**config.mk**
```make
export PLATFORM = sky130hd
export DESIGN_NAME = boot_pkt_cmd
export DESIGN_NICKNAME = d
export VERILOG_FILES = /design/src/rtl/boot_pkt_pkg.sv /design/src/rtl/boot_pkt_cmd.sv
export SDC_FILE = /design/constraint.sdc
export NUM_CORES = 1
export LEC_CHECK = 0
export BUFFER_PORTS_ARGS = -buffer_cell sky130_fd_sc_hd__buf_2
export CAP_MARGIN = 40
export CORE_MARGIN = 2
export CORE_UTILIZATION = 40
export CTS_BUF_LIST = sky130_fd_sc_hd__clkbuf_16
export DETAILED_ROUTE_END_ITERATION = 7
export GPL_TIMING_DRIVEN = 0
export HOLD_SLACK_MARGIN = 0.06
export PLACE_DENSITY_LB_ADDON = 0.15
export SETUP_SLACK_MARGIN = 0.4
export SYNTH_ARGS = -nofsm -noshare
export SYNTH_HDL_FRONTEND = slang
export SYNTH_SLANG_ARGS = --single-unit
```
**constraint.sdc**
```tcl
create_clock -name REF_CLK_I -period 6.1 [get_ports REF_CLK_I]
set_input_delay 0.305 -clock REF_CLK_I [delete_from_list [all_inputs] [get_ports REF_CLK_I]]
set_output_delay 0.305 -clock REF_CLK_I [all_outputs]
set_load 0.1 [all_outputs]
```
**src/rtl/boot_pkt_pkg.sv**
```systemverilog
// Package of constants and types for the boot loader packet command block.
package boot_pkt_pkg;
   localparam logic [7:0] ACK_BYTE      = 8'hcc;
   localparam logic [7:0] NAK_BYTE      = 8'h33;
   localparam logic [7:0] SYNC_BYTE     = 8'h55;
   localparam logic [7:0] CMD_PROBE     = 8'h20;
   localparam logic [7:0] CMD_SETUP     = 8'h21;
   localparam logic [7:0] CMD_JUMP      = 8'h22;
   localparam logic [7:0] CMD_QUERY     = 8'h23;
   localparam logic [7:0] CMD_CHUNK     = 8'h24;
   localparam logic [7:0] CMD_RESTART   = 8'h25;
   localparam logic [7:0] LEN_PROBE     = 8'h03;
   localparam logic [7:0] LEN_SETUP     = 8'h0b;
   localparam logic [7:0] LEN_JUMP      = 8'h07;
   localparam logic [7:0] LEN_RESTART   = 8'h03;
   localparam logic [7:0] LEN_QUERY_RSP = 8'h03;
   localparam logic [7:0] MAX_CHUNK     = 8'h08;
   localparam logic [7:0] STAT_SUCCESS  = 8'h40;
   localparam logic [7:0] STAT_UNKNOWN  = 8'h41;
   localparam logic [7:0] STAT_INVALID  = 8'h42;
   localparam logic [7:0] STAT_FLASH    = 8'h43;
   localparam logic [7:0] STAT_RESET    = 8'h00;

   // One byte on the serial link.
   typedef struct packed {
      logic       valid;
      logic [7:0] data;
   } byte_beat_type;

   // Request to the flash engine.
   typedef struct packed {
      logic        erase;
      logic        write;
      logic [31:0] addr;
      logic [31:0] size;
      logic [7:0]  data;
   } flash_req_type;
endpackage : boot_pkt_pkg

```
**src/rtl/boot_pkt_cmd.sv**
```systemverilog
// Packet framing and command decoding for a serial boot loader.
// Function
// - Packet starts with length byte counting length, sum and payload.
// - Second byte is payload sum, payload bytes only.
// - Reply 0xcc on good reception, 0x33 on failure.
// - Acknowledge reflects framing only, never command validity.
// - Outgoing packet may be led by zeros; first non-zero is length.
// - After length byte, rest of packet follows without gaps.
// - Zero bytes ignored; first non-zero byte is the host answer.
// - First payload byte is the command; rest are parameters.
// - Probe 0x20, three bytes, sets status to success.
// - Query 0x23 returns one-byte packet with previous status.
// - Setup 0x21, eleven bytes: address then count, MSB first.
// - Setup erases the region before the acknowledge is sent.
// - Chunk 0x24 writes at current address, then advances it.
// - Programming ends when announced byte count is received.
// - Rejected chunk leaves the programming address unchanged.
// - Jump 0x22, seven bytes, address MSB first; acknowledge first.
// - Restart 0x25, three bytes; acknowledge before the reset.
// - Async link bytes are eight data bits, no parity, one stop.
// - Two 0x55 bytes precede packets; device answers 0xcc.
// - Synchronous link host is clock master, polarity 1, phase 1.
`timescale 1ns/1ps
`default_nettype none
module boot_pkt_cmd
   import boot_pkt_pkg::*;
#(
   parameter int CHUNK_BYTES = 8
)(
   // Clock and reset.
   input  wire logic                      REF_CLK_I,
   input  wire logic                      RST_B_I,
   // Received bytes from the serial layer.
   input  wire boot_pkt_pkg::byte_beat_type RX_I,
   // Byte sink ready for a transmit byte.
   input  wire logic                      TX_READY_I,
   // Serial layer selects the asynchronous link needing a sync pattern.
   input  wire logic                      ASYNC_LINK_I,
   // Flash engine handshake.
   input  wire logic                      FLASH_DONE_I,
   input  wire logic                      FLASH_ERR_I,
   // Transmitted bytes to the serial layer.
   output logic                           TX_VALID_O,
   output logic [7:0]                     TX_DATA_O,
   // Flash engine requests.
   output boot_pkt_pkg::flash_req_type    FLASH_REQ_O,
   // Control handover.
   output logic                           JUMP_O,
   output logic [31:0]                    JUMP_ADDR_O,
   output logic                           RESTART_O,
   output logic [7:0]                     STATUS_O
);
   import boot_pkt_pkg::*;

   typedef enum {
      ST_SYNC0, ST_SYNC1, ST_LEN, ST_SUM, ST_PAY, ST_EXEC, ST_ERASE,
      ST_WRITE, ST_ACK, ST_RSP, ST_RSP_WAIT, ST_DONE
   } state_type;

   state_type   state_ff, nxt_state;
   logic [7:0]  len_ff, sum_ff, acc_ff, idx_ff, status_ff, rsp_idx_ff;
   logic [7:0]  pay_ff [0:10];
   logic [31:0] addr_ff, left_ff;
   logic [7:0]  wr_idx_ff;
   logic        good_ff, after_ack_ff, rsp_pend_ff;
   logic [1:0]  after_kind_ff;

   // Incoming byte qualifiers shared by several states.
   // Each beat is one whole eight-bit character from the serial layer.
   wire        rx_nz    = RX_I.valid && (RX_I.data != 8'h00);
   wire        rx_any   = RX_I.valid;
   wire [7:0]  cmd      = pay_ff[0];
   wire [7:0]  pay_cnt  = 8'(len_ff - 8'h02);
   wire [31:0] par_a    = {pay_ff[1], pay_ff[2], pay_ff[3], pay_ff[4]};
   wire [31:0] par_b    = {pay_ff[5], pay_ff[6], pay_ff[7], pay_ff[8]};
   wire        len_ok   = (RX_I.data >= 8'h03) && (RX_I.data <= 8'h0d);
   wire [7:0]  chunk_n  = 8'(pay_cnt - 8'h01);
   wire        tx_take  = TX_VALID_O && TX_READY_I;
   // A packet is good when its length was legal and its sum matches.
   wire        rx_good  = good_ff && (acc_ff == sum_ff);
   // Next write address and index, so a waiting request never moves.
   wire        wr_step  = (state_ff == ST_WRITE) && FLASH_DONE_I;
   wire [31:0] req_addr = wr_step ? 32'(addr_ff + 32'h1) : addr_ff;
   wire [7:0]  req_idx  = (state_ff == ST_EXEC) ? 8'h00
                        : wr_step ? 8'(wr_idx_ff + 8'h01) : wr_idx_ff;

   // Status after a command, from its code and length, and for a chunk also the remaining count.
   function automatic logic [7:0] cmd_status(input logic [7:0] c,
                                             input logic [7:0] l,
                                             input logic [31:0] rem);
      if (c == CMD_PROBE || c == CMD_QUERY)
         cmd_status = (l == LEN_PROBE) ? STAT_SUCCESS : STAT_INVALID;
      else if (c == CMD_SETUP)
         cmd_status = (l == LEN_SETUP) ? STAT_SUCCESS : STAT_INVALID;
      else if (c == CMD_JUMP)
         cmd_status = (l == LEN_JUMP) ? STAT_SUCCESS : STAT_INVALID;
      else if (c == CMD_RESTART)
         cmd_status = (l == LEN_RESTART) ? STAT_SUCCESS : STAT_INVALID;
      else if (c == CMD_CHUNK)
         cmd_status = (l > 8'h03 && l <= 8'(MAX_CHUNK + 8'h03)
                       && rem != 32'h0) ? STAT_SUCCESS : STAT_INVALID;
      else
         cmd_status = STAT_UNKNOWN;
   endfunction : cmd_status

   wire [7:0] exec_stat = cmd_status(cmd, len_ff, left_ff);

   // Next state of the packet sequencer.
   always_comb
   begin
      nxt_state = state_ff;
      case (state_ff)
         ST_SYNC0: if (rx_any && RX_I.data == SYNC_BYTE) nxt_state = ST_SYNC1;
         ST_SYNC1: if (rx_any)
                      nxt_state = (RX_I.data == SYNC_BYTE) ? ST_ACK : ST_SYNC0;
         ST_LEN:   if (rx_nz) nxt_state = len_ok ? ST_SUM : ST_ACK;
         ST_SUM:   if (rx_any) nxt_state = ST_PAY;
         ST_PAY:   if (rx_any && idx_ff == 8'(pay_cnt - 8'h01))
                      nxt_state = ST_EXEC;
         ST_EXEC:  if (!rx_good) nxt_state = ST_ACK;
                   else if (cmd == CMD_SETUP && exec_stat == STAT_SUCCESS)
                      nxt_state = ST_ERASE;
                   else if (cmd == CMD_CHUNK && exec_stat == STAT_SUCCESS)
                      nxt_state = ST_WRITE;
                   else nxt_state = ST_ACK;
         ST_ERASE: if (FLASH_DONE_I) nxt_state = ST_ACK;
         ST_WRITE: if (FLASH_DONE_I && (wr_idx_ff == 8'(chunk_n - 8'h01)
                      || left_ff == 32'h1 || FLASH_ERR_I))
                      nxt_state = ST_ACK;
         ST_ACK:   if (tx_take)
                      nxt_state = rsp_pend_ff ? ST_RSP
                                : (after_kind_ff != 2'd0) ? ST_DONE : ST_LEN;
         ST_RSP:   if (tx_take && rsp_idx_ff == 8'h02) nxt_state = ST_RSP_WAIT;
         ST_RSP_WAIT: if (rx_nz) nxt_state = ST_LEN;
         ST_DONE:  nxt_state = ST_DONE;
         default:  nxt_state = ST_LEN;
      endcase
   end

   // Sequencer state and packet capture.
   always_ff @(posedge REF_CLK_I or negedge RST_B_I)
   begin
      if (!RST_B_I)
      begin
         state_ff <= ST_SYNC0;
         len_ff <= 8'h00;
         sum_ff <= 8'h00;
         acc_ff <= 8'h00;
         idx_ff <= 8'h00;
         good_ff <= 1'b0;
      end
      else
      begin
         // A synchronous link needs no sync pattern; the host clocks it.
         if (state_ff == ST_SYNC0 && !ASYNC_LINK_I)
            state_ff <= ST_LEN;
         else
            state_ff <= nxt_state;
         if (state_ff == ST_LEN && rx_nz)
         begin
            len_ff <= RX_I.data;
            good_ff <= len_ok;
            acc_ff <= 8'h00;
            idx_ff <= 8'h00;
         end
         if (state_ff == ST_SUM && rx_any)
            sum_ff <= RX_I.data;
         if (state_ff == ST_PAY && rx_any)
         begin
            acc_ff <= 8'(acc_ff + RX_I.data);
            idx_ff <= 8'(idx_ff + 8'h01);
         end
         if (state_ff == ST_EXEC)
            good_ff <= good_ff && (acc_ff == sum_ff);
      end
   end

   // Payload store; byte zero is the command code.
   always_ff @(posedge REF_CLK_I)
   begin
      if (state_ff == ST_PAY && rx_any && idx_ff < 8'd11)
         pay_ff[4'(idx_ff)] <= RX_I.data;
   end

   // Command effects: status, programming window, handover.
   always_ff @(posedge REF_CLK_I or negedge RST_B_I)
   begin
      if (!RST_B_I)
      begin
         status_ff <= STAT_RESET;
         addr_ff <= 32'h0;
         left_ff <= 32'h0;
         wr_idx_ff <= 8'h00;
         rsp_pend_ff <= 1'b0;
         after_kind_ff <= 2'd0;
         JUMP_ADDR_O <= 32'h0;
      end
      else
      begin
         if (state_ff == ST_EXEC && good_ff && acc_ff == sum_ff
             && cmd != CMD_QUERY)
         begin
            status_ff <= exec_stat;
            wr_idx_ff <= 8'h00;
            if (cmd == CMD_SETUP && exec_stat == STAT_SUCCESS)
            begin
               addr_ff <= par_a;
               left_ff <= par_b;
            end
            if (cmd == CMD_JUMP && exec_stat == STAT_SUCCESS)
            begin
               JUMP_ADDR_O <= par_a;
               after_kind_ff <= 2'd1;
            end
            if (cmd == CMD_RESTART && exec_stat == STAT_SUCCESS)
               after_kind_ff <= 2'd2;
         end
         if (state_ff == ST_EXEC && good_ff && acc_ff == sum_ff
             && cmd == CMD_QUERY)
            rsp_pend_ff <= 1'b1;
         if (state_ff == ST_ERASE && FLASH_DONE_I && FLASH_ERR_I)
            status_ff <= STAT_FLASH;
         if (state_ff == ST_WRITE && FLASH_DONE_I)
         begin
            addr_ff <= addr_ff + 32'h1;
            left_ff <= left_ff - 32'h1;
            wr_idx_ff <= 8'(wr_idx_ff + 8'h01);
            if (FLASH_ERR_I)
               status_ff <= STAT_FLASH;
         end
         if (state_ff == ST_ACK && tx_take)
            rsp_pend_ff <= 1'b0;
      end
   end

   // Byte sequencing of the reply and of the status packet.
   always_ff @(posedge REF_CLK_I or negedge RST_B_I)
   begin
      if (!RST_B_I)
         rsp_idx_ff <= 8'h00;
      else if (state_ff == ST_ACK)
         rsp_idx_ff <= 8'h00;
      else if (state_ff == ST_RSP && tx_take)
         rsp_idx_ff <= 8'(rsp_idx_ff + 8'h01);
   end

   // Transmit byte selection: acknowledge, then length, sum, status.
   // A byte is fixed when it is launched and held while it waits.
   wire [7:0] ack_byte = (state_ff == ST_ACK) ? TX_DATA_O
                         : (state_ff == ST_SYNC1 || state_ff == ST_ERASE
                            || state_ff == ST_WRITE
                            || (state_ff == ST_EXEC && rx_good))
                         ? ACK_BYTE : NAK_BYTE;
   wire [7:0] rsp_byte = (state_ff != ST_RSP) ? LEN_QUERY_RSP
                         : tx_take ? status_ff : TX_DATA_O;
   wire       tx_nxt_v = (nxt_state == ST_ACK) || (nxt_state == ST_RSP);
   wire [7:0] tx_nxt_d = (nxt_state == ST_ACK) ? ack_byte : rsp_byte;

   // Flash request selection from the sequencer state.
   flash_req_type nxt_req;
   always_comb
   begin
      nxt_req = '0;
      nxt_req.erase = (nxt_state == ST_ERASE);
      nxt_req.write = (nxt_state == ST_WRITE);
      nxt_req.addr  = (nxt_state == ST_ERASE) ? par_a : req_addr;
      nxt_req.size  = par_b;
      // The data byte sits one past the command code in the store.
      nxt_req.data  = pay_ff[4'(req_idx + 8'h01)];
   end

   // Registered outputs.
   always_ff @(posedge REF_CLK_I or negedge RST_B_I)
   begin
      if (!RST_B_I)
      begin
         TX_VALID_O <= 1'b0;
         TX_DATA_O <= 8'h00;
         FLASH_REQ_O <= '0;
         JUMP_O <= 1'b0;
         RESTART_O <= 1'b0;
         STATUS_O <= 8'h00;
      end
      else
      begin
         TX_VALID_O <= tx_nxt_v && !(tx_take && nxt_state == state_ff
                                     && state_ff == ST_ACK);
         TX_DATA_O <= tx_nxt_d;
         FLASH_REQ_O <= nxt_req;
         JUMP_O <= (state_ff == ST_DONE) && (after_kind_ff == 2'd1);
         RESTART_O <= (state_ff == ST_DONE) && (after_kind_ff == 2'd2);
         STATUS_O <= status_ff;
      end
   end
endmodule : boot_pkt_cmd
`default_nettype wire

```
Yosys cells after proc, flatten, opt, wreduce, memory -nomap -nowiden
Memory sizes are Yosys's and may differ from the RTL's. A register that Yosys moved wholly into a read port is not among the register bits.
Index checks and enable logic that the tools add are counted.
Widths: inputs -> output; s select.
{"block": "word_totals", "mem_bits_ro": 0, "ramBits": 88, "latch_bits": 0, "word_cells": 209, "output_inout_bits": 125, "reg_bits": 273, "n_memories": 1, "input_bits": 15}
{"block": "classes", "n_reduce_logical": 61, "addsub": 10, "mux": 62, "eq_ne": 47, "n_bitwise": 0, "mul": 0, "div": 0, "n_lt_le_gt_ge": 5, "shift": 0}
{"memory": "pay_ff", "depth": 11, "width": 8, "rd": 10, "rd_clocked_by_memory_dff": 1, "write_ports": 1, "line_no": "boot_pkt_cmd.sv:62", "rtl": "logic [7:0] pay_ff [0:10];"}
{"op": "$mux 32", "n": 19}
{"op": "$pmux 32 s12", "n": 1}
{"op": "$eq 32x4->1 const B", "n": 10}
{"op": "$eq 32x3->1 const B", "n": 6}
{"op": "$eq 32x5->1 const B", "n": 5}
{"op": "$mux 8", "n": 18}
{"op": "$eq 32x2->1 const B", "n": 3}
{"op": "$eq 32x1->1 const B", "n": 2}
{"op": "$logic_not 32->1", "n": 2}
{"op": "$eq 8x6->1 const B", "n": 6}
{"op": "$mux 4", "n": 9}
{"op": "$logic_and 1x1->1", "n": 34}
{"op": "$add 32x1->32 const B", "n": 1}
{"op": "$eq 32x32->1", "n": 1}
{"op": "$ne 32x5->1 const B", "n": 1}
{"op": "$reduce_bool 32->1", "n": 1}
{"op": "$sub 32x1->32 const B", "n": 1}
{"op": "$add 8x1->8 const B", "n": 3}
{"op": "$eq 8x8->1", "n": 3}
{"op": "$mux 2", "n": 9}
{"op": "$eq 8x2->1 const B", "n": 2}
{"op": "$eq 8x7->1 const B", "n": 2}
{"op": "$le 8x4->1 const B", "n": 2}
{"op": "$reduce_bool 2->1", "n": 8}
{"op": "19 further kinds", "n": 36}

Depth between registers and ports, before layout
Gate-level depths: netlist of run 1.
{"block": "logic_depth", "ltp_word": 20, "ltp_mapped": 21}

Worst setup path after synthesis of run 1
Ideal clock, no wire load.
{"block": "synth_timing", "path_type": "register -> register", "start": "register state_ff[12]", "end": "register FLASH_REQ_O[6] (netlist name)", "path_slack_ns": 1.365, "arrival_time_ns": 4.599, "stages_incl_launch_ff": 21, "setup_ns": 0.136, "t_required_ns": 5.964, "synth_period_minus_slack_ns": 4.735, "path_cell_list": "dfrtp_1 > nor4_1 > and3_1 > nand4_1 > inv_2 > clkbuf_1 > buf_1 > ha_1 > inv_1 > o31ai_1 > inv_1 > ha_1 > or3_1 > clkbuf_1 > nand2_1 > clkbuf_1 > buf_1 > clkbuf_1 > a21oi_1 > o211ai_1 > mux2i_1"}
{"block": "synth_between", "elab_chain_cells": 5, "word_cells_on_any_way": 6}
{"item": "from (decl)", "line_no": "boot_pkt_cmd.sv:60", "rtl": "state_type state_ff, nxt_state;"}
{"item": "from (signal assigned)", "line_no": "boot_pkt_cmd.sv:158", "rtl": "state_ff <= nxt_state;"}
{"item": "$eq 32x4->1", "line_no": "boot_pkt_cmd.sv:82", "rtl": "wire wr_step = (state_ff == ST_WRITE) && FLASH_DONE_I;"}
{"item": "$logic_and 1x1->1", "line_no": "boot_pkt_cmd.sv:82"}
{"item": "$mux 4", "line_no": "boot_pkt_cmd.sv:85", "rtl": ": wr_step ? 8'(wr_idx_ff + 8'h01) : wr_idx_ff;"}
{"item": "$mux 4 (*)", "line_no": "boot_pkt_cmd.sv:84", "rtl": "wire [7:0] req_idx = (state_ff == ST_EXEC) ? 8'h00"}
{"item": "$add 4x1->4 (*)", "line_no": "boot_pkt_cmd.sv:269", "rtl": "nxt_req.data = pay_ff[4'(req_idx + 8'h01)];"}
Mark *: on every way between the ends. The rest lies on a longest branch, timed or not.
A chain may end at the register's enable or synchronous reset.

Worst setup path in the final report of run 1
{"block": "layout_timing", "start": "register state_ff[12]", "end": "register FLASH_REQ_O[6] (netlist name)"}
{"block": "layout_between", "elab_chain_cells": 5, "word_cells_on_any_way": 6}
{"item": "$eq 32x4->1", "line_no": "boot_pkt_cmd.sv:82"}
{"item": "$logic_and 1x1->1", "line_no": "boot_pkt_cmd.sv:82"}
{"item": "$mux 4", "line_no": "boot_pkt_cmd.sv:85"}
{"item": "$mux 4 (*)", "line_no": "boot_pkt_cmd.sv:84"}
{"item": "$add 4x1->4 (*)", "line_no": "boot_pkt_cmd.sv:269"}
Marked as above.

==> report_table.html, run 1 <==
<table>
<tr><th>Metric</th><th>Value</th></tr>
<tr><th colspan="2">Placement</th></tr>
<tr><td>GP Congestion</td><td>0.9083</td></tr>
<tr><td># placed instances</td><td>2547</td></tr>
<tr><td>Post-detail-place hpwl</td><td>41870 um</td></tr>
<tr><td>Buffers added on ports</td><td>139</td></tr>
<tr><th colspan="2">Floorplanning</th></tr>
<tr><td>Placeable core region</td><td>46650 um^2</td></tr>
<tr><td>Starting density of the core</td><td>40.61%</td></tr>
<tr><td>Die extent in x</td><td>221.6 um</td></tr>
<tr><td>DIE AREA</td><td>49120 um^2</td></tr>
<tr><td>Number of I/O pins</td><td>140</td></tr>
<tr><td>Die height</td><td>221.6 um</td></tr>
<tr><td>Count of standard-cell rows</td><td>79</td></tr>
<tr><th colspan="2">Synthesis</th></tr>
<tr><td>Fraction of synthesis flops using an asynchronous set or reset pin</td><td>68.70%</td></tr>
<tr><td>Share of the synthesized area in the top cell type</td><td>37.12%</td></tr>
<tr><td>Cell types with the largest area share after synthesis</td><td>sky130_fd_sc_hd__dfrtp_1 (37%), sky130_fd_sc_hd__edfxtp_1 (20%), sky130_fd_sc_hd__mux2_2 (5.1%)</td></tr>
<tr><td>Register bit total from synthesis</td><td>409</td></tr>
<tr><td>Largest area contributor in the netlist</td><td>sky130_fd_sc_hd__dfrtp_1</td></tr>
<tr><td>Avg Cell Area, Syn</td><td>11.05 um^2</td></tr>
<tr><td>Gate count of the mapped netlist</td><td>1714</td></tr>
<tr><td>Number of synthesized flops with an enable pin</td><td>128</td></tr>
<tr><td>Dominant synthesized flop cell</td><td>sky130_fd_sc_hd__dfrtp_1</td></tr>
<tr><td>Distinct cells, synth</td><td>74</td></tr>
<tr><td>Combined area of all synthesized cells</td><td>18950 um^2</td></tr>
<tr><td>Part of the Yosys area used for sequential elements</td><td>57.40%</td></tr>
<tr><td>Number of warnings printed during yosys synthesis</td><td>0</td></tr>
<tr><th colspan="2">Global route</th></tr>
<tr><td>Grt met3 use</td><td>3.406%</td></tr>
<tr><td>Grt met2 use</td><td>39.52%</td></tr>
<tr><td>Antenna violations before repair</td><td>1</td></tr>
<tr><td>Met1 Use GR</td><td>32.31%</td></tr>
<tr><td>Layer with the highest usage</td><td>met2</td></tr>
<tr><td>Maximum number of pins on one net before global-route repair</td><td>111</td></tr>
<tr><td>Gr ovfl total</td><td>0</td></tr>
<tr><td>Vias in the first global route</td><td>14580</td></tr>
<tr><td>All-Layer GR Usage</td><td>23.88%</td></tr>
<tr><td>Wire length of the first global-routing pass</td><td>89790 um</td></tr>
<tr><th colspan="2">Detailed routing</th></tr>
<tr><td>DR vias</td><td>14880</td></tr>
<tr><td>Detailed-route wire length</td><td>59090 um</td></tr>
<tr><td>Routed vias/inst</td><td>5.652</td></tr>
<tr><td>Antenna-violating nets left</td><td>0</td></tr>
<tr><td>Iteration-0 DRC Markers</td><td>1378</td></tr>
<tr><td>Number of DRC violations after detailed routing</td><td>9</td></tr>
<tr><td>Wire length per cell after detailed routing</td><td>22.44 um</td></tr>
<tr><td>1st-pass router iterations</td><td>7</td></tr>
<tr><th colspan="2">Finish</th></tr>
<tr><td>Area used by sequential logic in the layout</td><td>10880 um^2</td></tr>
<tr><td>Proportion of layout cells with a drive suffix above 1</td><td>17.03%</td></tr>
<tr><td>Number of cells in the finished layout apart from fillers</td><td>2633</td></tr>
<tr><td>FILL cells</td><td>4313</td></tr>
<tr><td>Antenna Cells</td><td>0</td></tr>
<tr><td>Layout-stage area growth over the synthesis result</td><td>18.09%</td></tr>
<tr><td>Multi-input logic area</td><td>7885 um^2</td></tr>
<tr><td>Final Net Count</td><td>2029</td></tr>
<tr><th colspan="2">Setup path</th></tr>
<tr><td>Req. time, crit path</td><td>6.51 ns</td></tr>
<tr><td>Type of destination of the critical path</td><td>register</td></tr>
<tr><td>Worst Setup Start Kind</td><td>register</td></tr>
<tr><td>Worst path slowest cell</td><td>sky130_fd_sc_hd__or3_1</td></tr>
<tr><td>Kind of critical path</td><td>register to register</td></tr>
<tr><td>Worst Setup SP</td><td>state_ff[12]</td></tr>
<tr><td>Startpoint of the most critical register-to-register path</td><td>state_ff[12]</td></tr>
<tr><td>Library cell appearing most often on the critical path</td><td>sky130_fd_sc_hd__clkbuf_4</td></tr>
<tr><td>Arrival @ worst endpoint</td><td>5.77 ns</td></tr>
<tr><td>Maximum cell stage delay along the critical path</td><td>0.39 ns</td></tr>
<tr><td>Biggest fanout along the worst timing path</td><td>10</td></tr>
<tr><td>Crit path buffers/inverters</td><td>11</td></tr>
<tr><td>Top cell family by delay on the critical path</td><td>buffers and inverters</td></tr>
<tr><td>Cell breakdown of the critical path</td><td>nor4_2 -&gt; and3_2 -&gt; nand4_1 -&gt; buf_8 -&gt; inv_2 -&gt; clkbuf_4 -&gt; clkbuf_4 -&gt; ha_1 -&gt; inv_1 -&gt; o31ai_1 -&gt; buf_2 -&gt; inv_1 -&gt; ha_1 -&gt; or3_1 -&gt; clkbuf_2 -&gt; nand2_2 -&gt; clkbuf_4 -&gt; buf_2 -&gt; clkbuf_2 -&gt; a21oi_1 -&gt; o211ai_1 -&gt; mux2i_1</td></tr>
<tr><th colspan="2">STA</th></tr>
<tr><td>Final-layout worst hold slack</td><td>0.1127 ns</td></tr>
<tr><td>Final worst-path cycle share</td><td>87.98%</td></tr>
<tr><td>Hold violation count in the final report</td><td>0</td></tr>
<tr><td>Tmin final</td><td>5.367 ns</td></tr>
<tr><td>FMAX</td><td>0.1863 GHz</td></tr>
<tr><td>Setup Viol. Count Final</td><td>0</td></tr>
<tr><td>Measured slew at the worst slew-check pin</td><td>0.9721 ns</td></tr>
<tr><td>Final max-slew violation count</td><td>0</td></tr>
<tr><td>Setup repair after global routing missed its margin</td><td>yes</td></tr>
<tr><td>Rel. slew slack</td><td>35.20%</td></tr>
<tr><td>Setup Skew</td><td>0.02167 ns</td></tr>
<tr><th colspan="2">Outcome</th></tr>
<tr><td>Violated checks</td><td>design-rule violations</td></tr>
<tr><td>Result of the run</td><td>finished, violations left</td></tr>
<tr><th colspan="2">CTS</th></tr>
<tr><td>Clk buf depth</td><td>3</td></tr>
<tr><td>Reg clk slew, reported paths</td><td>0.06 ns</td></tr>
<tr><td>Inserted Clock Buffers</td><td>45</td></tr>
<tr><td>Master cell of the clock root buffer</td><td>sky130_fd_sc_hd__clkbuf_16</td></tr>
<tr><td>Clock sink total</td><td>409</td></tr>
<tr><td>Post-CTS Setup Bufs</td><td>0</td></tr>
<tr><td>Source-to-sink clock delay at the later pin of the worst-skew pair</td><td>0.58 ns</td></tr>
<tr><td>Level count of the clock H-tree</td><td>2</td></tr>
<tr><td>TritonCTS clock tree</td><td>built</td></tr>
<tr><th colspan="2">Pwr</th></tr>
<tr><td>Largest voltage drop on the vdd net</td><td>0.0001692 V</td></tr>
<tr><td>LEAKAGE</td><td>9.359 nW</td></tr>
<tr><td>Power per Cell Area</td><td>250.7 nW/um^2</td></tr>
<tr><th colspan="2">Worst hold path</th></tr>
<tr><td>Min-Delay Path Class</td><td>input pin to register</td></tr>
<tr><td>Worst hold start</td><td>FLASH_DONE_I</td></tr>
<tr><th colspan="2">Run</th></tr>
<tr><td>Total of max-cap violations</td><td>0</td></tr>
</table>
-- metal layers --
metal | vias up | part of all wire, %
met2 | 481 | 48
met3 | 97 | 5.7
met5 | - | 0
li1 | 6811 | -
met1 | 7493 | 43
met4 | 0 | 3.1
-- worst paths after layout --
check	to	slack, ns	cells after the start
min	status_ff[1]	0.11	3
min in group asynchronous	JUMP_ADDR_O[6]	0.26	2
min reg2reg	STATUS_O[7]	0.41	0
max reg2reg	FLASH_REQ_O[6]	0.73	22
max in group asynchronous	state_ff[22]	4.37	4
max	FLASH_REQ_O[6]	0.73	22
-- synthesized netlist by cell type (26+ instances only) --
cell type                  count
sky130_fd_sc_hd__a21oi_1      73
sky130_fd_sc_hd__clkbuf_1     87
sky130_fd_sc_hd__nand4_1      26
sky130_fd_sc_hd__a211oi_1     44
sky130_fd_sc_hd__xnor2_1      42
sky130_fd_sc_hd__nor3_1       51
sky130_fd_sc_hd__nor2_1      133
sky130_fd_sc_hd__edfxtp_1    128
sky130_fd_sc_hd__nand3_1      41
sky130_fd_sc_hd__dfrtp_1     281
sky130_fd_sc_hd__inv_1        34
sky130_fd_sc_hd__and3_1       57
sky130_fd_sc_hd__o21ai_0     101
sky130_fd_sc_hd__mux2_2       85
sky130_fd_sc_hd__xor2_1       34
sky130_fd_sc_hd__nand2_1     152
sky130_fd_sc_hd__nor4_1       59
-- metrics by stage --
stage / cell area [um^2] / setup TNS (ns) / power (mW) / utilization (%) / setup slack [ns]
final: 22370 / 0 / 5.608 / 47.95 / 0.7334
after global routing: 22370 / 0 / 5.797 / 47.95 / 0.3799
after CTS: 22350 / 0 / 5.669 / 47.90 / 0.4018
after detailed placement: 20870 / -5.732 / 3.024 / 44.73 / -0.8881
after global placement: 20650 / -175.63 / 3.017 / 44.27 / -1.646
after floorplan: 19200 / 0 / 2.941 / - / 1.365
-- registers in the layout, summed over array words and instances (netlist names), 32 cells and up --
| signal | count |
|---|---|
| FLASH_REQ_O | 74 |
| JUMP_ADDR_O | 32 |
| addr_ff | 32 |
| left_ff | 32 |
| pay_ff | 128 |
| state_ff | 32 |
-- layout by cell type, fill, tap and decap left out, types with 42 or more instances in the layout --
master / Yosys / routed
sky130_fd_sc_hd__clkbuf_1: 87 / 75
sky130_fd_sc_hd__buf_2: 1 / 148
sky130_fd_sc_hd__nor2_1: 133 / 133
sky130_fd_sc_hd__o21ai_0: 101 / 101
sky130_fd_sc_hd__a21oi_1: 73 / 73
sky130_fd_sc_hd__nor4_1: 59 / 54
sky130_fd_sc_hd__edfxtp_1: 128 / 128
sky130_fd_sc_hd__nor3_1: 51 / 51
sky130_fd_sc_hd__nand2_1: 152 / 151
sky130_fd_sc_hd__and3_1: 57 / 56
sky130_fd_sc_hd__a211oi_1: 44 / 44
sky130_fd_sc_hd__conb_1: 1 / 68
sky130_fd_sc_hd__xnor2_1: 42 / 42
sky130_fd_sc_hd__clkbuf_16: 0 / 45
sky130_fd_sc_hd__dfrtp_1: 281 / 281
sky130_fd_sc_hd__mux2_2: 85 / 85
-- report_power, final --
group | switching (mW) | internal, mW | total [mW]
Sequential | 0.00929 | 2.87 | 2.88
Clock | 1.13 | 1.51 | 2.64
Combinational | 0.0807 | 0.0158 | 0.0965
-- final cells by class --
class                      count  area share (%)
clock inverter                37           1.253
inverter                      35          0.5872
multi-input combinational   1244           35.24
timing repair buffer         163           4.194
clock buffer                  45           5.033
tap                          607           3.395
buffer                        93           1.683
sequential                   409           48.61
-- worst register-to-register path, cell delays in order, from the launching register on --
cell	delay [ns]
sky130_fd_sc_hd__dfrtp_1	0.37
sky130_fd_sc_hd__nor4_2	0.35
sky130_fd_sc_hd__and3_2	0.32
sky130_fd_sc_hd__nand4_1	0.19
sky130_fd_sc_hd__buf_8	0.22
sky130_fd_sc_hd__inv_2	0.16
sky130_fd_sc_hd__clkbuf_4	0.30
sky130_fd_sc_hd__clkbuf_4	0.29
sky130_fd_sc_hd__ha_1	0.21
sky130_fd_sc_hd__inv_1	0.07
sky130_fd_sc_hd__o31ai_1	0.06
sky130_fd_sc_hd__buf_2	0.23
sky130_fd_sc_hd__inv_1	0.16
sky130_fd_sc_hd__ha_1	0.27
sky130_fd_sc_hd__or3_1	0.39
sky130_fd_sc_hd__clkbuf_2	0.17
sky130_fd_sc_hd__nand2_2	0.19
sky130_fd_sc_hd__clkbuf_4	0.27
sky130_fd_sc_hd__buf_2	0.28
sky130_fd_sc_hd__clkbuf_2	0.27
sky130_fd_sc_hd__a21oi_1	0.12
sky130_fd_sc_hd__o211ai_1	0.14
sky130_fd_sc_hd__mux2i_1	0.17
-- kinds of logic (layout without fill, tap and decap cells) --
logic type	Yosys count	count (layout)	synth area share [%]
buffers and inverters	128	373	2.543
other	1	68	0.01979
AO/OA/AOI/OAI	338	338	11.62
adder cells (fa/ha/maj)	23	23	1.559
XOR/XNOR	78	78	3.758
flip-flops	409	409	57.40
multiplexers	99	99	5.792
AND/OR/NAND/NOR	638	638	17.31
-- what timing repair did --
action,in CTS,in global routing
hold endpoints to repair,80,0
hold buffers,3,0
setup endpoints to repair,8,7
pin swaps,0,0
resized for setup,17,13
No activity file was read; power rests on OpenSTA's default activity.
==> run 2, diff against run 1 <==
CORE_MARGIN = 1.5   (was 2)
==> run 2 against run 1 <==
Against the previous run: global-route usage up 0.65 points; first-iteration DRC count down 9.7%; maximum frequency down 1.9%; die area down 0.90%; sequential share of layout area down 0.18 points; final cell count up 0.19%; worst setup slack worse by 0.10 ns; core utilization up 0.17 points; design area up 0.36%; flip-flop and latch count unchanged; the run still ends with design-rule violations left; highest routed layer unchanged; clock power up 2%; power up 0.92%.
==> report_table.html, run 2 (synthesis gave the netlist of run 1 again) <==
<table>
<tr><th>Metric</th><th>Value</th></tr>
<tr><th colspan="2">Outcome</th></tr>
<tr><td>Result of the run</td><td>finished, violations left (unchanged)</td></tr>
<tr><td>Violated checks</td><td>design-rule violations (unchanged)</td></tr>
<tr><th colspan="2">Pwr</th></tr>
<tr><td>Largest voltage drop on the vdd net</td><td>0.0001754 V (was 0.0001692 V)</td></tr>
<tr><td>Final total power</td><td>5.660 mW (was 5.608 mW)</td></tr>
<tr><td>Power per Cell Area</td><td>252.1 nW/um^2 (was 250.7 nW/um^2)</td></tr>
<tr><td>LEAKAGE</td><td>9.407 nW (was 9.359 nW)</td></tr>
<tr><th colspan="2">STA</th></tr>
<tr><td>FMAX</td><td>0.1829 GHz (was 0.1863 GHz)</td></tr>
<tr><td>Measured slew at the worst slew-check pin</td><td>0.9793 ns (was 0.9721 ns)</td></tr>
<tr><td>Tmin final</td><td>5.469 ns (was 5.367 ns)</td></tr>
<tr><td>Hold violation count in the final report</td><td>0 (unchanged)</td></tr>
<tr><td>Setup Skew</td><td>0.03096 ns (was 0.02167 ns)</td></tr>
<tr><td>Setup repair after global routing missed its margin</td><td>no (was yes)</td></tr>
<tr><td>Setup Viol. Count Final</td><td>0 (unchanged)</td></tr>
<tr><td>Final worst-path cycle share</td><td>89.65% (was 87.98%)</td></tr>
<tr><td>Setup TNS</td><td>0 ns (unchanged)</td></tr>
<tr><td>Rel. slew slack</td><td>34.11% (was 35.20%)</td></tr>
<tr><td>Final max-slew violation count</td><td>0 (unchanged)</td></tr>
<tr><th colspan="2">Floorplanning</th></tr>
<tr><td>Die extent in x</td><td>220.6 um (was 221.6 um)</td></tr>
<tr><td>Count of standard-cell rows</td><td>79 (unchanged)</td></tr>
<tr><td>Starting density of the core</td><td>40.61% (unchanged)</td></tr>
<tr><td>Placeable core region</td><td>46650 um^2 (unchanged)</td></tr>
<tr><td>Die height</td><td>220.6 um (was 221.6 um)</td></tr>
<tr><td>DIE AREA</td><td>48680 um^2 (was 49120 um^2)</td></tr>
<tr><td>Number of I/O pins</td><td>140 (unchanged)</td></tr>
<tr><th colspan="2">Setup path</th></tr>
<tr><td>Arrival @ worst endpoint</td><td>5.90 ns (was 5.77 ns)</td></tr>
<tr><td>Req. time, crit path</td><td>6.53 ns (was 6.51 ns)</td></tr>
<tr><td>Startpoint of the most critical register-to-register path</td><td>state_ff[12] (unchanged)</td></tr>
<tr><td>Cell breakdown of the critical path</td><td>nor4_2 -&gt; and3_2 -&gt; nand4_1 -&gt; buf_8 -&gt; inv_2 -&gt; clkbuf_4 -&gt; buf_4 -&gt; ha_1 -&gt; inv_1 -&gt; o31ai_1 -&gt; buf_2 -&gt; inv_1 -&gt; ha_1 -&gt; or3_1 -&gt; clkbuf_2 -&gt; nand2_2 -&gt; buf_2 -&gt; clkbuf_4 -&gt; clkbuf_2 -&gt; a21oi_1 -&gt; nand4_1 -&gt; mux2i_1 (was nor4_2 -&gt; and3_2 -&gt; nand4_1 -&gt; buf_8 -&gt; inv_2 -&gt; clkbuf_4 -&gt; clkbuf_4 -&gt; ha_1 -&gt; inv_1 -&gt; o31ai_1 -&gt; buf_2 -&gt; inv_1 -&gt; ha_1 -&gt; or3_1 -&gt; clkbuf_2 -&gt; nand2_2 -&gt; clkbuf_4 -&gt; buf_2 -&gt; clkbuf_2 -&gt; a21oi_1 -&gt; o211ai_1 -&gt; mux2i_1)</td></tr>
<tr><td>Worst Setup Start Kind</td><td>register (unchanged)</td></tr>
<tr><td>Worst Setup SP</td><td>state_ff[12] (unchanged)</td></tr>
<tr><td>Kind of critical path</td><td>register to register (unchanged)</td></tr>
<tr><td>R2R setup slack</td><td>0.63 ns (was 0.73 ns)</td></tr>
<tr><td>Maximum cell stage delay along the critical path</td><td>0.38 ns (was 0.39 ns)</td></tr>
<tr><td>Type of destination of the critical path</td><td>register (unchanged)</td></tr>
<tr><td>Top cell family by delay on the critical path</td><td>buffers and inverters (unchanged)</td></tr>
<tr><td>Biggest fanout along the worst timing path</td><td>10 (unchanged)</td></tr>
<tr><td>Crit path buffers/inverters</td><td>11 (unchanged)</td></tr>
<tr><td>Worst path slowest cell</td><td>sky130_fd_sc_hd__or3_1 (unchanged)</td></tr>
<tr><th colspan="2">Placement</th></tr>
<tr><td>Buffers added on ports</td><td>139 (unchanged)</td></tr>
<tr><td>GP Congestion</td><td>0.9130 (was 0.9083)</td></tr>
<tr><td>Post-detail-place hpwl</td><td>41930 um (was 41870 um)</td></tr>
<tr><th colspan="2">CTS</th></tr>
<tr><td>TritonCTS clock tree</td><td>built (unchanged)</td></tr>
<tr><td>Post-CTS Setup Bufs</td><td>0 (unchanged)</td></tr>
<tr><td>Inserted Clock Buffers</td><td>46 (was 45)</td></tr>
<tr><td>Clock sink total</td><td>409 (unchanged)</td></tr>
<tr><td>Level count of the clock H-tree</td><td>2 (unchanged)</td></tr>
<tr><td>Clk buf depth</td><td>3 (unchanged)</td></tr>
<tr><td>Reg clk slew, reported paths</td><td>0.06 ns (about the same)</td></tr>
<tr><td>Source-to-sink clock delay at the later pin of the worst-skew pair</td><td>0.60 ns (was 0.58 ns)</td></tr>
<tr><td>Master cell of the clock root buffer</td><td>sky130_fd_sc_hd__clkbuf_16 (unchanged)</td></tr>
<tr><th colspan="2">Detailed routing</th></tr>
<tr><td>Iteration-0 DRC Markers</td><td>1244 (was 1378)</td></tr>
<tr><td>Number of DRC violations after detailed routing</td><td>23 (was 9)</td></tr>
<tr><td>Routed vias/inst</td><td>5.617 (was 5.652)</td></tr>
<tr><td>Detailed-route wire length</td><td>58780 um (was 59090 um)</td></tr>
<tr><td>1st-pass router iterations</td><td>8 (was 7)</td></tr>
<tr><td>Antenna-violating nets left</td><td>0 (unchanged)</td></tr>
<tr><td>Wire length per cell after detailed routing</td><td>22.28 um (was 22.44 um)</td></tr>
<tr><td>DR vias</td><td>14820 (was 14880)</td></tr>
<tr><th colspan="2">Finish</th></tr>
<tr><td>Registers with the highest flip-flop counts</td><td>pay_ff (128), FLASH_REQ_O (74) (unchanged)</td></tr>
<tr><td>Layout-stage area growth over the synthesis result</td><td>18.52% (was 18.09%)</td></tr>
<tr><td>Register with the most flip-flops</td><td>pay_ff (unchanged)</td></tr>
<tr><td>Final Net Count</td><td>2031 (was 2029)</td></tr>
<tr><td>Number of flip-flops under the largest register name</td><td>128 (unchanged)</td></tr>
<tr><td>Commonest non-fill, non-tap cells in the layout</td><td>sky130_fd_sc_hd__dfrtp_1 (281), sky130_fd_sc_hd__nand2_1 (151), sky130_fd_sc_hd__buf_2 (149) (was sky130_fd_sc_hd__dfrtp_1 (281), sky130_fd_sc_hd__nand2_1 (151), sky130_fd_sc_hd__buf_2 (148))</td></tr>
<tr><td>Most frequent standard cell in the layout excluding fill and tap cells</td><td>sky130_fd_sc_hd__dfrtp_1 (unchanged)</td></tr>
<tr><td>Antenna Cells</td><td>0 (unchanged)</td></tr>
<tr><td>Proportion of layout cells with a drive suffix above 1</td><td>17.43% (was 17.03%)</td></tr>
<tr><th colspan="2">Worst hold path</th></tr>
<tr><td>Worst hold start</td><td>FLASH_ERR_I (was FLASH_DONE_I)</td></tr>
<tr><td>Min-Delay Path Class</td><td>input pin to register (unchanged)</td></tr>
<tr><th colspan="2">Global route</th></tr>
<tr><td>Antenna violations before repair</td><td>2 (was 1)</td></tr>
<tr><td>Vias in the first global route</td><td>14540 (was 14580)</td></tr>
<tr><td>Maximum number of pins on one net before global-route repair</td><td>108 (was 111)</td></tr>
<tr><td>All-Layer GR Usage</td><td>24.53% (was 23.88%)</td></tr>
<tr><td>Gr ovfl total</td><td>0 (unchanged)</td></tr>
<tr><td>Wire length of the first global-routing pass</td><td>89430 um (was 89790 um)</td></tr>
<tr><th colspan="2">Run</th></tr>
<tr><td>Total of max-cap violations</td><td>0 (unchanged)</td></tr>
</table>
## run 2: cell types whose count changed in the layout (fill, tap and decap cells not counted), sizes merged
cell         previous run  this run
buf                   160       161
bufinv                  4         2
clkbuf                133       135
clkinv                 22        18
clkinvlp                1         2
dlygate4sd3             3         4
inv                    45        51
## run 2: layer usage
metal / GRT usage [%] / wire length [um] / share of wire, % / vias up
met3: 3.890 / 3419 / 5.8 / 124
met5: 0 / 0 / 0 / -
li1: - / - / - / 6822
met2: 40.42 / 28190 / 48 / 497
met1: 33.22 / 25370 / 43 / 7375
met4: 7.658 / 1800 / 3.1 / 0
## run 2: metrics by stage
step / utilization (%) / hold slack (ns) / setup slack (ns) / instance area (um^2) / cells
2_1_floorplan: - / 0.009409 / 1.365 / 19200 / 1781
3_3_place_gp: 44.27 / 0.3797 / -1.723 / 20650 / 2527
3_5_place_dp: 44.75 / 0.3803 / -0.9494 / 20880 / 2548
4_1_cts: 48.07 / 0.06570 / 0.4574 / 22430 / 2638
5_1_grt: 48.13 / 0.1007 / 0.4045 / 22450 / 2638
6_report: 48.13 / 0.09391 / 0.6311 / 22450 / 2638
## run 2: repair_timing
item | CTS | global route
endpoints found under the setup margin | 8 | 7
endpoints found under the hold margin | 111 | 0
hold buffers | 4 | 0
gates resized for setup | 19 | 17
## run 2: worst paths after layout
path                       cells after the start               to
min in group asynchronous                      2   JUMP_ADDR_O[8]
hold / removal                                 3     status_ff[1]
max in group asynchronous                      4        sum_ff[4]
setup reg to reg                              22   FLASH_REQ_O[4]
hold reg to reg                                0  FLASH_REQ_O[23]
setup / recovery                              22   FLASH_REQ_O[4]
## run 2: worst reg2reg max path: stages, from the launching register on
cell	delay (ns)
sky130_fd_sc_hd__dfrtp_1	0.37
sky130_fd_sc_hd__nor4_2	0.36
sky130_fd_sc_hd__and3_2	0.31
sky130_fd_sc_hd__nand4_1	0.21
sky130_fd_sc_hd__buf_8	0.23
sky130_fd_sc_hd__inv_2	0.17
sky130_fd_sc_hd__clkbuf_4	0.31
sky130_fd_sc_hd__buf_4	0.26
sky130_fd_sc_hd__ha_1	0.21
sky130_fd_sc_hd__inv_1	0.07
sky130_fd_sc_hd__o31ai_1	0.17
sky130_fd_sc_hd__buf_2	0.26
sky130_fd_sc_hd__inv_1	0.14
sky130_fd_sc_hd__ha_1	0.27
sky130_fd_sc_hd__or3_1	0.38
sky130_fd_sc_hd__clkbuf_2	0.17
sky130_fd_sc_hd__nand2_2	0.18
sky130_fd_sc_hd__buf_2	0.28
sky130_fd_sc_hd__clkbuf_4	0.28
sky130_fd_sc_hd__clkbuf_2	0.25
sky130_fd_sc_hd__a21oi_1	0.09
sky130_fd_sc_hd__nand4_1	0.19
sky130_fd_sc_hd__mux2i_1	0.14
## run 2: final cells by class
type | instances | area (um^2)
Timing Repair Buffer | 164 | 949.7
Multi-Input combinational cell | 1244 | 7900
Buffer | 93 | 377.9
Tap cell | 607 | 759.5
Inverter | 35 | 131.4
Clock buffer | 48 | 1201
Clock inverter | 38 | 259.0
Sequential cell | 409 | 10880
Fill cell | 4312 | 24200
## run 2: report_power, final
part	switching, mW	total [mW]	internal [mW]
clock	1.17	2.69	1.52
combinational	0.0805	0.0968	0.0164
sequential	0.0105	2.88	2.87
total	1.26	5.66	4.40
